<file path="src/tscc_pkg.sv">
// Shared constants for the temperature sensor conversion configuration block
package tscc_pkg;
    // Command byte addresses
    localparam logic [7:0] CMD_STATUS   = 8'h02;
    localparam logic [7:0] CMD_CONFIG   = 8'h03;
    localparam logic [7:0] CMD_RATE     = 8'h04;
    localparam logic [7:0] CMD_CHAN_EN  = 8'h05;
    localparam logic [7:0] CMD_ONE_SHOT = 8'h0f;
    localparam logic [7:0] CMD_DIODE    = 8'h30;
    localparam logic [7:0] CMD_OFF_ONE  = 8'h31;
    localparam logic [7:0] CMD_OFF_TWO  = 8'h32;

    // Field positions
    localparam int STANDBY_BIT = 6;
    localparam int R1_MODEL_BIT = 1;
    localparam int R2_MODEL_BIT = 2;
    localparam int LOCAL_EN_BIT = 0;
    localparam int R1_EN_BIT    = 1;
    localparam int R2_EN_BIT    = 2;
    localparam int BUSY_BIT     = 7;

    // Reset values
    localparam logic [7:0] RST_CONFIG  = 8'h00;
    localparam logic [7:0] RST_RATE    = 8'h02;
    localparam logic [7:0] RST_CHAN_EN = 8'h1f;
    localparam logic [7:0] RST_DIODE   = 8'h02;
    localparam logic [7:0] RST_OFFSET  = 8'h00;

    // Conversion rate codes
    localparam logic [1:0] RATE_CONT = 2'h0;
    localparam logic [1:0] RATE_364  = 2'h1;
    localparam logic [1:0] RATE_1S   = 2'h2;
    localparam logic [1:0] RATE_2S5  = 2'h3;

    // Timing: the interval is counted in millisecond ticks
    localparam int CLK_PERIOD_PS = 10000;
    localparam int TICK_PERIOD_PS = 1000000000;
    localparam int CYC_PER_TICK = TICK_PERIOD_PS / CLK_PERIOD_PS;
    localparam int INTERVAL_364_MS = 364;
    localparam int INTERVAL_1S_MS  = 1000;
    localparam int INTERVAL_2S5_MS = 2500;
    localparam int TICK_W = 12;

    // Channel numbering in sequencing order
    localparam logic [1:0] CHAN_LOCAL = 2'h0;
    localparam logic [1:0] CHAN_R1    = 2'h1;
    localparam logic [1:0] CHAN_R2    = 2'h2;

    typedef enum logic [1:0] {
        SEQ_IDLE,
        SEQ_PICK,
        SEQ_CONV,
        SEQ_PAD
    } tscc_seq_type;
endpackage

</file>
<file path="src/tscc_conv_config.sv">
// Conversion sequencer, offset correction and configuration registers
// Operation
// [RULE1] Per-remote model bit, one selects compensated
// [RULE2] Signed half-degree offset per remote, reset zero
// [RULE3] Offset added to remote raw result
// [RULE4] Standby bit six halts periodic converting
// [RULE5] Two-bit code picks conversion interval
// [RULE6] Convert enabled channels, then pad interval
// [RULE7] Disabled channels skipped, order kept
// [RULE8] Continuous shortens; other rates pad out
// [RULE9] Enable bits: remote two, remote one, local
// [RULE10] Reserved bits always read zero
// [RULE11] One-shot write in standby runs sequence
// [RULE12] Busy status bit while converting
// [RULE13] Writes to reserved bits are ignored
module tscc_conv_config #(
    parameter int CYC_PER_TICK = tscc_pkg::CYC_PER_TICK
) (
    input  wire logic        i_ref_clk,
    input  wire logic        i_rst_n,
    input  wire logic        i_wr_en,
    input  wire logic        i_rd_en,
    input  wire logic [7:0]  i_cmd,
    input  wire logic [7:0]  i_wdata,
    output logic      [7:0]  o_rdata,
    output logic             o_conv_start,
    output logic      [1:0]  o_conv_chan,
    output logic             o_model_sel,
    input  wire logic        i_conv_done,
    input  wire logic [10:0] i_conv_raw,
    output logic             o_temp_valid,
    output logic      [1:0]  o_temp_chan,
    output logic      [10:0] o_temp_value,
    output logic             o_busy
);
    initial begin
        if (CYC_PER_TICK < 2) begin
            $error("tscc_conv_config: CYC_PER_TICK must be at least 2");
        end
    end

    localparam int TW = tscc_pkg::TICK_W;

    // Configuration state
    logic [1:0] model_q, model_d;
    logic       standby_control_q, standby_control_d;
    logic [1:0] rate_q, rate_d;
    logic [2:0] chen_q, chen_d;
    logic [7:0] off1_q, off1_d;
    logic [7:0] off2_q, off2_d;
    logic       shot_q, shot_d;
    logic [7:0] rdata_q, rdata_d;

    // Sequencer state
    tscc_pkg::tscc_seq_type st_q, st_d;
    logic [1:0]    chan_q, chan_d;
    logic [TW-1:0] ms_q, ms_d;
    logic          start_q, start_d;
    logic          seq_begin;
    logic          tick;

    // Result state
    logic          tv_q, tv_d;
    logic [1:0]    tc_q, tc_d;
    logic [10:0]   tval_q, tval_d;

    // Register writes keep only the defined fields
    always_comb begin
        model_d = model_q;
        standby_control_d  = standby_control_q;
        rate_d  = rate_q;
        chen_d  = chen_q;
        off1_d  = off1_q;
        off2_d  = off2_q;
        shot_d  = shot_q;
        if (seq_begin) begin
            shot_d = 1'b0;
        end
        if (i_wr_en) begin
            case (i_cmd)
                tscc_pkg::CMD_DIODE:   model_d = i_wdata[2:1]; // [RULE1] [RULE13]
                tscc_pkg::CMD_CONFIG:  standby_control_d = i_wdata[tscc_pkg::STANDBY_BIT]; // [RULE4]
                tscc_pkg::CMD_RATE:    rate_d = i_wdata[1:0]; // [RULE5] [RULE13]
                tscc_pkg::CMD_CHAN_EN: chen_d = i_wdata[2:0]; // [RULE9] [RULE13]
                tscc_pkg::CMD_OFF_ONE: off1_d = i_wdata; // [RULE2]
                tscc_pkg::CMD_OFF_TWO: off2_d = i_wdata; // [RULE2]
                // Data is dropped; only honoured in standby
                tscc_pkg::CMD_ONE_SHOT: shot_d = standby_control_q | shot_q; // [RULE11]
                default: ;
            endcase
        end
    end

    // Read mux; unmapped commands answer zero
    always_comb begin
        rdata_d = rdata_q;
        if (i_rd_en) begin
            case (i_cmd)
                tscc_pkg::CMD_DIODE:   rdata_d = {5'h00, model_q, 1'b0}; // [RULE10]
                tscc_pkg::CMD_CONFIG:  rdata_d = {1'b0, standby_control_q, 6'h00}; // [RULE10]
                tscc_pkg::CMD_RATE:    rdata_d = {6'h00, rate_q}; // [RULE10]
                tscc_pkg::CMD_CHAN_EN: rdata_d = {5'h00, chen_q}; // [RULE10]
                tscc_pkg::CMD_OFF_ONE: rdata_d = off1_q;
                tscc_pkg::CMD_OFF_TWO: rdata_d = off2_q;
                tscc_pkg::CMD_STATUS:  rdata_d = {o_busy, 7'h00}; // [RULE12]
                default:               rdata_d = 8'h00;
            endcase
        end
    end

    always_ff @(posedge i_ref_clk) begin
        if (!i_rst_n) begin
            model_q <= tscc_pkg::RST_DIODE[2:1];
            standby_control_q  <= tscc_pkg::RST_CONFIG[tscc_pkg::STANDBY_BIT];
            rate_q  <= tscc_pkg::RST_RATE[1:0];
            chen_q  <= tscc_pkg::RST_CHAN_EN[2:0];
            off1_q  <= tscc_pkg::RST_OFFSET;
            off2_q  <= tscc_pkg::RST_OFFSET;
            shot_q  <= 1'b0;
            rdata_q <= 8'h00;
        end else begin
            model_q <= model_d;
            standby_control_q  <= standby_control_d;
            rate_q  <= rate_d;
            chen_q  <= chen_d;
            off1_q  <= off1_d;
            off2_q  <= off2_d;
            shot_q  <= shot_d;
            rdata_q <= rdata_d;
        end
    end

    // Millisecond enable for interval padding
    tscc_tick_div #(
        .DIV (CYC_PER_TICK)
    ) u_tick (
        .i_ref_clk (i_ref_clk),
        .i_rst_n   (i_rst_n),
        .i_clear   (seq_begin),
        .o_tick    (tick)
    );

    // Interval length in ticks for the selected code
    logic [TW-1:0] interval_ms;
    always_comb begin
        case (rate_q)
            tscc_pkg::RATE_364: interval_ms = TW'(tscc_pkg::INTERVAL_364_MS); // [RULE5]
            tscc_pkg::RATE_1S:  interval_ms = TW'(tscc_pkg::INTERVAL_1S_MS);
            tscc_pkg::RATE_2S5: interval_ms = TW'(tscc_pkg::INTERVAL_2S5_MS);
            default:            interval_ms = '0;
        endcase
    end

    // First enabled channel at or after the current one
    logic       next_ok;
    logic [1:0] next_chan;
    always_comb begin
        next_ok   = 1'b0;
        next_chan = chan_q;
        for (int i = 2; i >= 0; i--) begin
            if (chen_q[i] && 2'(i) >= chan_q) begin // [RULE7]
                next_ok   = 1'b1;
                next_chan = 2'(i);
            end
        end
    end

    assign seq_begin = (st_q == tscc_pkg::SEQ_IDLE) && (!standby_control_q || shot_q); // [RULE4] [RULE11]

    // Sequencer: a running sequence always finishes even if standby is set
    always_comb begin
        st_d    = st_q;
        chan_d  = chan_q;
        start_d = 1'b0;
        ms_d    = ms_q;
        if (seq_begin) begin
            ms_d = '0;
        end else if (tick && ms_q != '1) begin
            ms_d = ms_q + TW'(1);
        end
        case (st_q)
            tscc_pkg::SEQ_IDLE: begin
                if (seq_begin) begin
                    st_d   = tscc_pkg::SEQ_PICK;
                    chan_d = tscc_pkg::CHAN_LOCAL;
                end
            end
            tscc_pkg::SEQ_PICK: begin
                if (next_ok) begin
                    st_d    = tscc_pkg::SEQ_CONV; // [RULE6]
                    chan_d  = next_chan;
                    start_d = 1'b1;
                end else begin
                    st_d = tscc_pkg::SEQ_PAD;
                end
            end
            tscc_pkg::SEQ_CONV: begin
                if (i_conv_done) begin
                    if (chan_q == tscc_pkg::CHAN_R2) begin
                        st_d = tscc_pkg::SEQ_PAD;
                    end else begin
                        st_d   = tscc_pkg::SEQ_PICK;
                        chan_d = chan_q + 2'h1;
                    end
                end
            end
            tscc_pkg::SEQ_PAD: begin
                // Padding is fixed by elapsed time, so skipped channels
                // lengthen the pad and only continuous mode runs faster
                if (standby_control_q || ms_q >= interval_ms) begin // [RULE6] [RULE8]
                    st_d = tscc_pkg::SEQ_IDLE;
                end
            end
            default: st_d = tscc_pkg::SEQ_IDLE;
        endcase
    end

    always_ff @(posedge i_ref_clk) begin
        if (!i_rst_n) begin
            st_q    <= tscc_pkg::SEQ_IDLE;
            chan_q  <= tscc_pkg::CHAN_LOCAL;
            ms_q    <= '0;
            start_q <= 1'b0;
        end else begin
            st_q    <= st_d;
            chan_q  <= chan_d;
            ms_q    <= ms_d;
            start_q <= start_d;
        end
    end

    // Offset correction: half-degree offset scaled to eighth-degree raw, saturated
    logic signed [12:0] sum;
    logic [7:0]         off_sel;
    always_comb begin
        off_sel = (chan_q == tscc_pkg::CHAN_R1) ? off1_q : off2_q;
        sum     = $signed({{2{i_conv_raw[10]}}, i_conv_raw});
        if (chan_q != tscc_pkg::CHAN_LOCAL) begin
            sum = sum + $signed({{3{off_sel[7]}}, off_sel, 2'b00}); // [RULE3]
        end
        tv_d   = 1'b0;
        tc_d   = tc_q;
        tval_d = tval_q;
        if (st_q == tscc_pkg::SEQ_CONV && i_conv_done) begin
            tv_d = 1'b1;
            tc_d = chan_q;
            if (sum > 13'sd1023) begin
                tval_d = 11'h3ff;
            end else if (sum < -13'sd1024) begin
                tval_d = 11'h400;
            end else begin
                tval_d = sum[10:0];
            end
        end
    end

    always_ff @(posedge i_ref_clk) begin
        if (!i_rst_n) begin
            tv_q   <= 1'b0;
            tc_q   <= tscc_pkg::CHAN_LOCAL;
            tval_q <= 11'h000;
        end else begin
            tv_q   <= tv_d;
            tc_q   <= tc_d;
            tval_q <= tval_d;
        end
    end

    assign o_rdata      = rdata_q;
    assign o_conv_start = start_q;
    assign o_conv_chan  = chan_q;
    assign o_model_sel  = (chan_q == tscc_pkg::CHAN_R1) ? model_q[0] :
                          (chan_q == tscc_pkg::CHAN_R2) ? model_q[1] : 1'b0; // [RULE1]
    assign o_temp_valid = tv_q;
    assign o_temp_chan  = tc_q;
    assign o_temp_value = tval_q;
    assign o_busy       = (st_q == tscc_pkg::SEQ_PICK) || (st_q == tscc_pkg::SEQ_CONV); // [RULE12]
endmodule // tscc_conv_config

</file>
<file path="src/tscc_tick_div.sv">
// Clock divider giving a one-cycle enable pulse every DIV cycles
module tscc_tick_div #(
    parameter int DIV = 100000
) (
    input  wire logic i_ref_clk,
    input  wire logic i_rst_n,
    input  wire logic i_clear,
    output logic      o_tick
);
    localparam int CW = $clog2(DIV);

    initial begin
        if (DIV < 2) begin
            $error("tscc_tick_div: DIV must be at least 2");
        end
    end

    logic [CW-1:0] cnt_q;
    logic [CW-1:0] cnt_d;

    // Wrap at DIV-1; clear realigns the phase to a new sequence
    always_comb begin
        if (i_clear || cnt_q == CW'(DIV - 1)) begin
            cnt_d = '0;
        end else begin
            cnt_d = cnt_q + CW'(1);
        end
    end

    always_ff @(posedge i_ref_clk) begin
        if (!i_rst_n) begin
            cnt_q <= '0;
        end else begin
            cnt_q <= cnt_d;
        end
    end

    assign o_tick = !i_clear && (cnt_q == CW'(DIV - 1));
endmodule // tscc_tick_div

</file>
<file path="config.mk">
export PLATFORM = sky130hd
export DESIGN_NAME = tscc_conv_config
export DESIGN_NICKNAME = d
export VERILOG_FILES = /design/src/tscc_pkg.sv /design/src/tscc_conv_config.sv /design/src/tscc_tick_div.sv
export SDC_FILE = /design/constraint.sdc
export NUM_CORES = 1
export LEC_CHECK = 0
export BUFFER_PORTS_ARGS = -buffer_cell sky130_fd_sc_hd__buf_4
export CAP_MARGIN = 5
export CORE_MARGIN = 2
export CORE_UTILIZATION = 53
export CTS_CLUSTER_SIZE = 24
export DETAILED_ROUTE_END_ITERATION = 12
export PLACE_DENSITY = 0.75
export SKIP_CTS_REPAIR_TIMING = 1
export SLEW_MARGIN = 5
export SYNTH_ARGS = -nofsm -noshare
export SYNTH_HDL_FRONTEND = slang
export SYNTH_SLANG_ARGS = --single-unit
export TNS_END_PERCENT = 50
</file>
<file path="constraint.sdc">
create_clock -name i_ref_clk -period 2.8 [get_ports i_ref_clk]
set_clock_uncertainty 0.05 [all_clocks]
set_input_delay 0.28 -clock i_ref_clk [delete_from_list [all_inputs] [get_ports i_ref_clk]]
set_output_delay 0.28 -clock i_ref_clk [all_outputs]
set_load 0.03 [all_outputs]
</file>
==> flow_summary.toml <==
[hold_path]
hold-path-endpoint = "off1_q[7]$_SDFFE_PN0P_"
hold_path_class = "primary input to flop"
hold_start = "i_wdata[7]"
holdPathStages = 3

[clock_network]
clock_tree.buffer_depth = 2
cts-root-buf = "clkbuf_8"
cts_inserted_buffers = 9
htree_num_levels = 3
path_clk_slew_ns = 0.08
cts_num_sinks = 81
clk_latency_ns = 0.35
cts_tree = "built"

[sta]
fin_setup_tns_ns = -0.323
maxSlewViolCount = 0
period_share = 1.03
min_period_ns = 2.88
grt_setup_unrepaired = "true"
timing.hold.ws_ns = 0.138
fmax_mhz = 348
hold_viol = 0
relSlewSlack = 0.250
setup_viol = 5
tightest_slew_ns = 1.12
fin_ws_ns = -0.0775

[synth]
dominantRegCellSynth = "dfxtp_1"
synth.most_common_cell = "dfxtp_1"
syn_area_um2 = 4550
ys_seq_area_frac = 0.356
ys_async_sr_fraction = 0
synth_fp_nets = 601
ys_top_cells_by_area = "dfxtp_1 36%, ha_1 9.1%, nand2_1 5.2%, nor2_1 4.1%, mux2i_1 4.0%"
synth_edf_count = 0
netlist.area_leader.share = 0.356
syn_area_per_cell_um2 = 8.51
yosys_warnings = 0
synthTopCellsByCount = "81 x dfxtp_1, 63 x nand2_1, 50 x nor2_1"
yosysUniqueCellTypes = 58
synth_seq_cells = 81
synth_top_area_cell = "dfxtp_1"
syn_inst = 535

[floorplanning]
rows = 33
die_w_um = 96.7
core_um2 = 8260
start_util = 0.552
fp.dieH_um = 96.7
die_area_um2 = 9350
ios = 59

[pwr]
power_density_nw_per_um2 = 512
ir_drop_uv = 251
leakage_nw = 2.39

[layout]
fill_cells = 662
area_growth_pct = 23.5
fin_cells = 719
fin_area_um2 = 5620
final_util = 0.681
fin_nets = 675
antenna_cells = 0
layout-drive-gt1-share = 0.223

[route]
remaining_drc_errors = 0
ant_nets = 0
vias = 4182
drtIter0Drc = 158
dr.pass1.iters = 5
wl_per_cell_um = 16.1
avgViaCountPerCell = 5.82
wirelength_mm = 11.6

[placement]
post-dp-hpwl_mm = 8.17
io_buffers = 58
placed_area_um2 = 5180
place_inst = 697
place_congestion = 0.888

[status]
status = "complete, but fails checks"
failed_checks = "negative setup slack"

[worst_setup_path]
crit_required_ns = 3.02
r2r.worst_path.cells = 13
worst_setup_path_end_kind = "flop"
r2r_start = "o_conv_chan[1]$_SDFFE_PN0P_"
crit_type = "flop to flop"
timing.rr.end = "o_temp_value[2]$_SDFFE_PN0P_"
r2r_slack_ns = -0.08
path_max_fanout = 5
start_kind = "flop"
cp.arrival_ns = 3.10
crit_start = "o_conv_chan[1]$_SDFFE_PN0P_"

[global_routing]
grtUsageTotal = 0.236
grt-ovfl-total = 0
grt_pass1_vias = 3926
grt_max_degree = 24
grt_pass1_wl_mm = 18.5
antenna_found_initial = 0

[flow_run]
cap_violations = 0
==> power by group <==
part / total [mW] / switching [mW] / internal [mW] / leakage (nW)
sequential: 1.24 / 0.0386 / 1.20 / 0.656
clock: 1.02 / 0.428 / 0.594 / 0.118
combinational: 0.615 / 0.389 / 0.227 / 1.61
==> registers in the layout, summed over array words and instances (netlist names), 3 cells and up <==
signal        cells
u_tick.cnt_q     17
chen_q            3
o_temp_value     11
ms_q             12
o_rdata           8
off1_q            8
off2_q            8
==> worst max-delay path by stage <==
stage                                        end  slack, ns  cells past startpoint
floorplan           o_temp_value[8]$_SDFFE_PN0P_       0.01                      9
global placement    o_temp_value[8]$_SDFFE_PN0P_       0.05                     11
detailed placement  o_temp_value[7]$_SDFFE_PN0P_      -0.10                     11
CTS                 o_temp_value[7]$_SDFFE_PN0P_      -0.13                     11
global route        o_temp_value[5]$_SDFFE_PN0P_      -0.17                     12
finish              o_temp_value[2]$_SDFFE_PN0P_      -0.08                     13
==> stage by stage <==
step / power (mW) / worst slack, ns
after floorplan: 1.64 / 0.0136
after global placement: 1.84 / 0.0476
after detailed placement: 1.85 / -0.104
after CTS: 2.87 / -0.134
after global routing: 3.01 / -0.168
final: 2.88 / -0.0775
==> critical path, stage by stage (launching register included) <==
cell and delay, ns:
dfxtp_4 0.36, clkinvlp_4 0.14, ha_4 0.20, mux2_4 0.31, ha_4 0.17, inv_2 0.06, fa_2 0.20, nand2b_4 0.14
a211oi_4 0.07, buf_4 0.15, o21ba_4 0.21, o211ai_1 0.49, nand2_1 0.11, a21oi_1 0.13
==> area by class of cell <==
| cell class | count | area, um^2 | share of cell area |
|---|---|---|---|
| tap | 105 | 131 | 0.0234 |
| inverter | 25 | 97.6 | 0.0174 |
| clock buffer | 11 | 131 | 0.0234 |
| sequential | 81 | 1630 | 0.289 |
| timing repair buffer | 80 | 601 | 0.107 |
| clock inverter | 5 | 104 | 0.0185 |
| multi-input combinational | 412 | 2930 | 0.521 |
==> cells in the final DEF (no fill, tap or decap), drive strengths merged, types with 4 or more instances in the layout <==
| master | synthesis | final |
|---|---|---|
| nand2 | 63 | 63 |
| a21o | 4 | 4 |
| mux2 | 10 | 10 |
| a22oi | 5 | 5 |
| xor2 | 19 | 19 |
| a21oi | 23 | 23 |
| o21ai | 32 | 32 |
| o211ai | 4 | 5 |
| clkbuf | 14 | 11 |
| a22o | 6 | 6 |
| nor2 | 50 | 50 |
| nand2b | 8 | 8 |
| inv | 25 | 24 |
| xnor2 | 13 | 13 |
| nand4 | 10 | 10 |
| mux2i | 18 | 18 |
| ha | 33 | 33 |
| buf | 5 | 80 |
| and3 | 7 | 7 |
| a21boi | 10 | 10 |
| nor3 | 10 | 10 |
| a31oi | 4 | 5 |
| nor2b | 11 | 11 |
| nand3 | 33 | 33 |
| dfxtp | 81 | 81 |
==> kinds of logic (layout without fill, tap and decap cells) <==
kind of cell               count (synthesis)  in the layout  share of synthesized area
muxes                                     28             28                     0.0643
xor gates and xnor gates                  32             32                     0.0615
AOI/OAI and AO/OA                        108            110                      0.157
and+or+nand+nor                          208            208                      0.227
DFF                                       81             81                      0.356
adders and majority gates                 34             34                     0.0951
buffers and inverters                     44            121                     0.0390
==> routing by layer <==
metal | global-route usage | up-vias | part of all wire | wire, um
met5 | 0 | - | 0 | 0
met4 | 0.0823 | 0 | 0.024 | 275
met3 | 0.0477 | 25 | 0.074 | 852
met2 | 0.377 | 185 | 0.46 | 5370
met1 | 0.318 | 1944 | 0.44 | 5060
li1 | - | 2028 | - | -
Note: power is estimated with default switching activity, not from simulation.
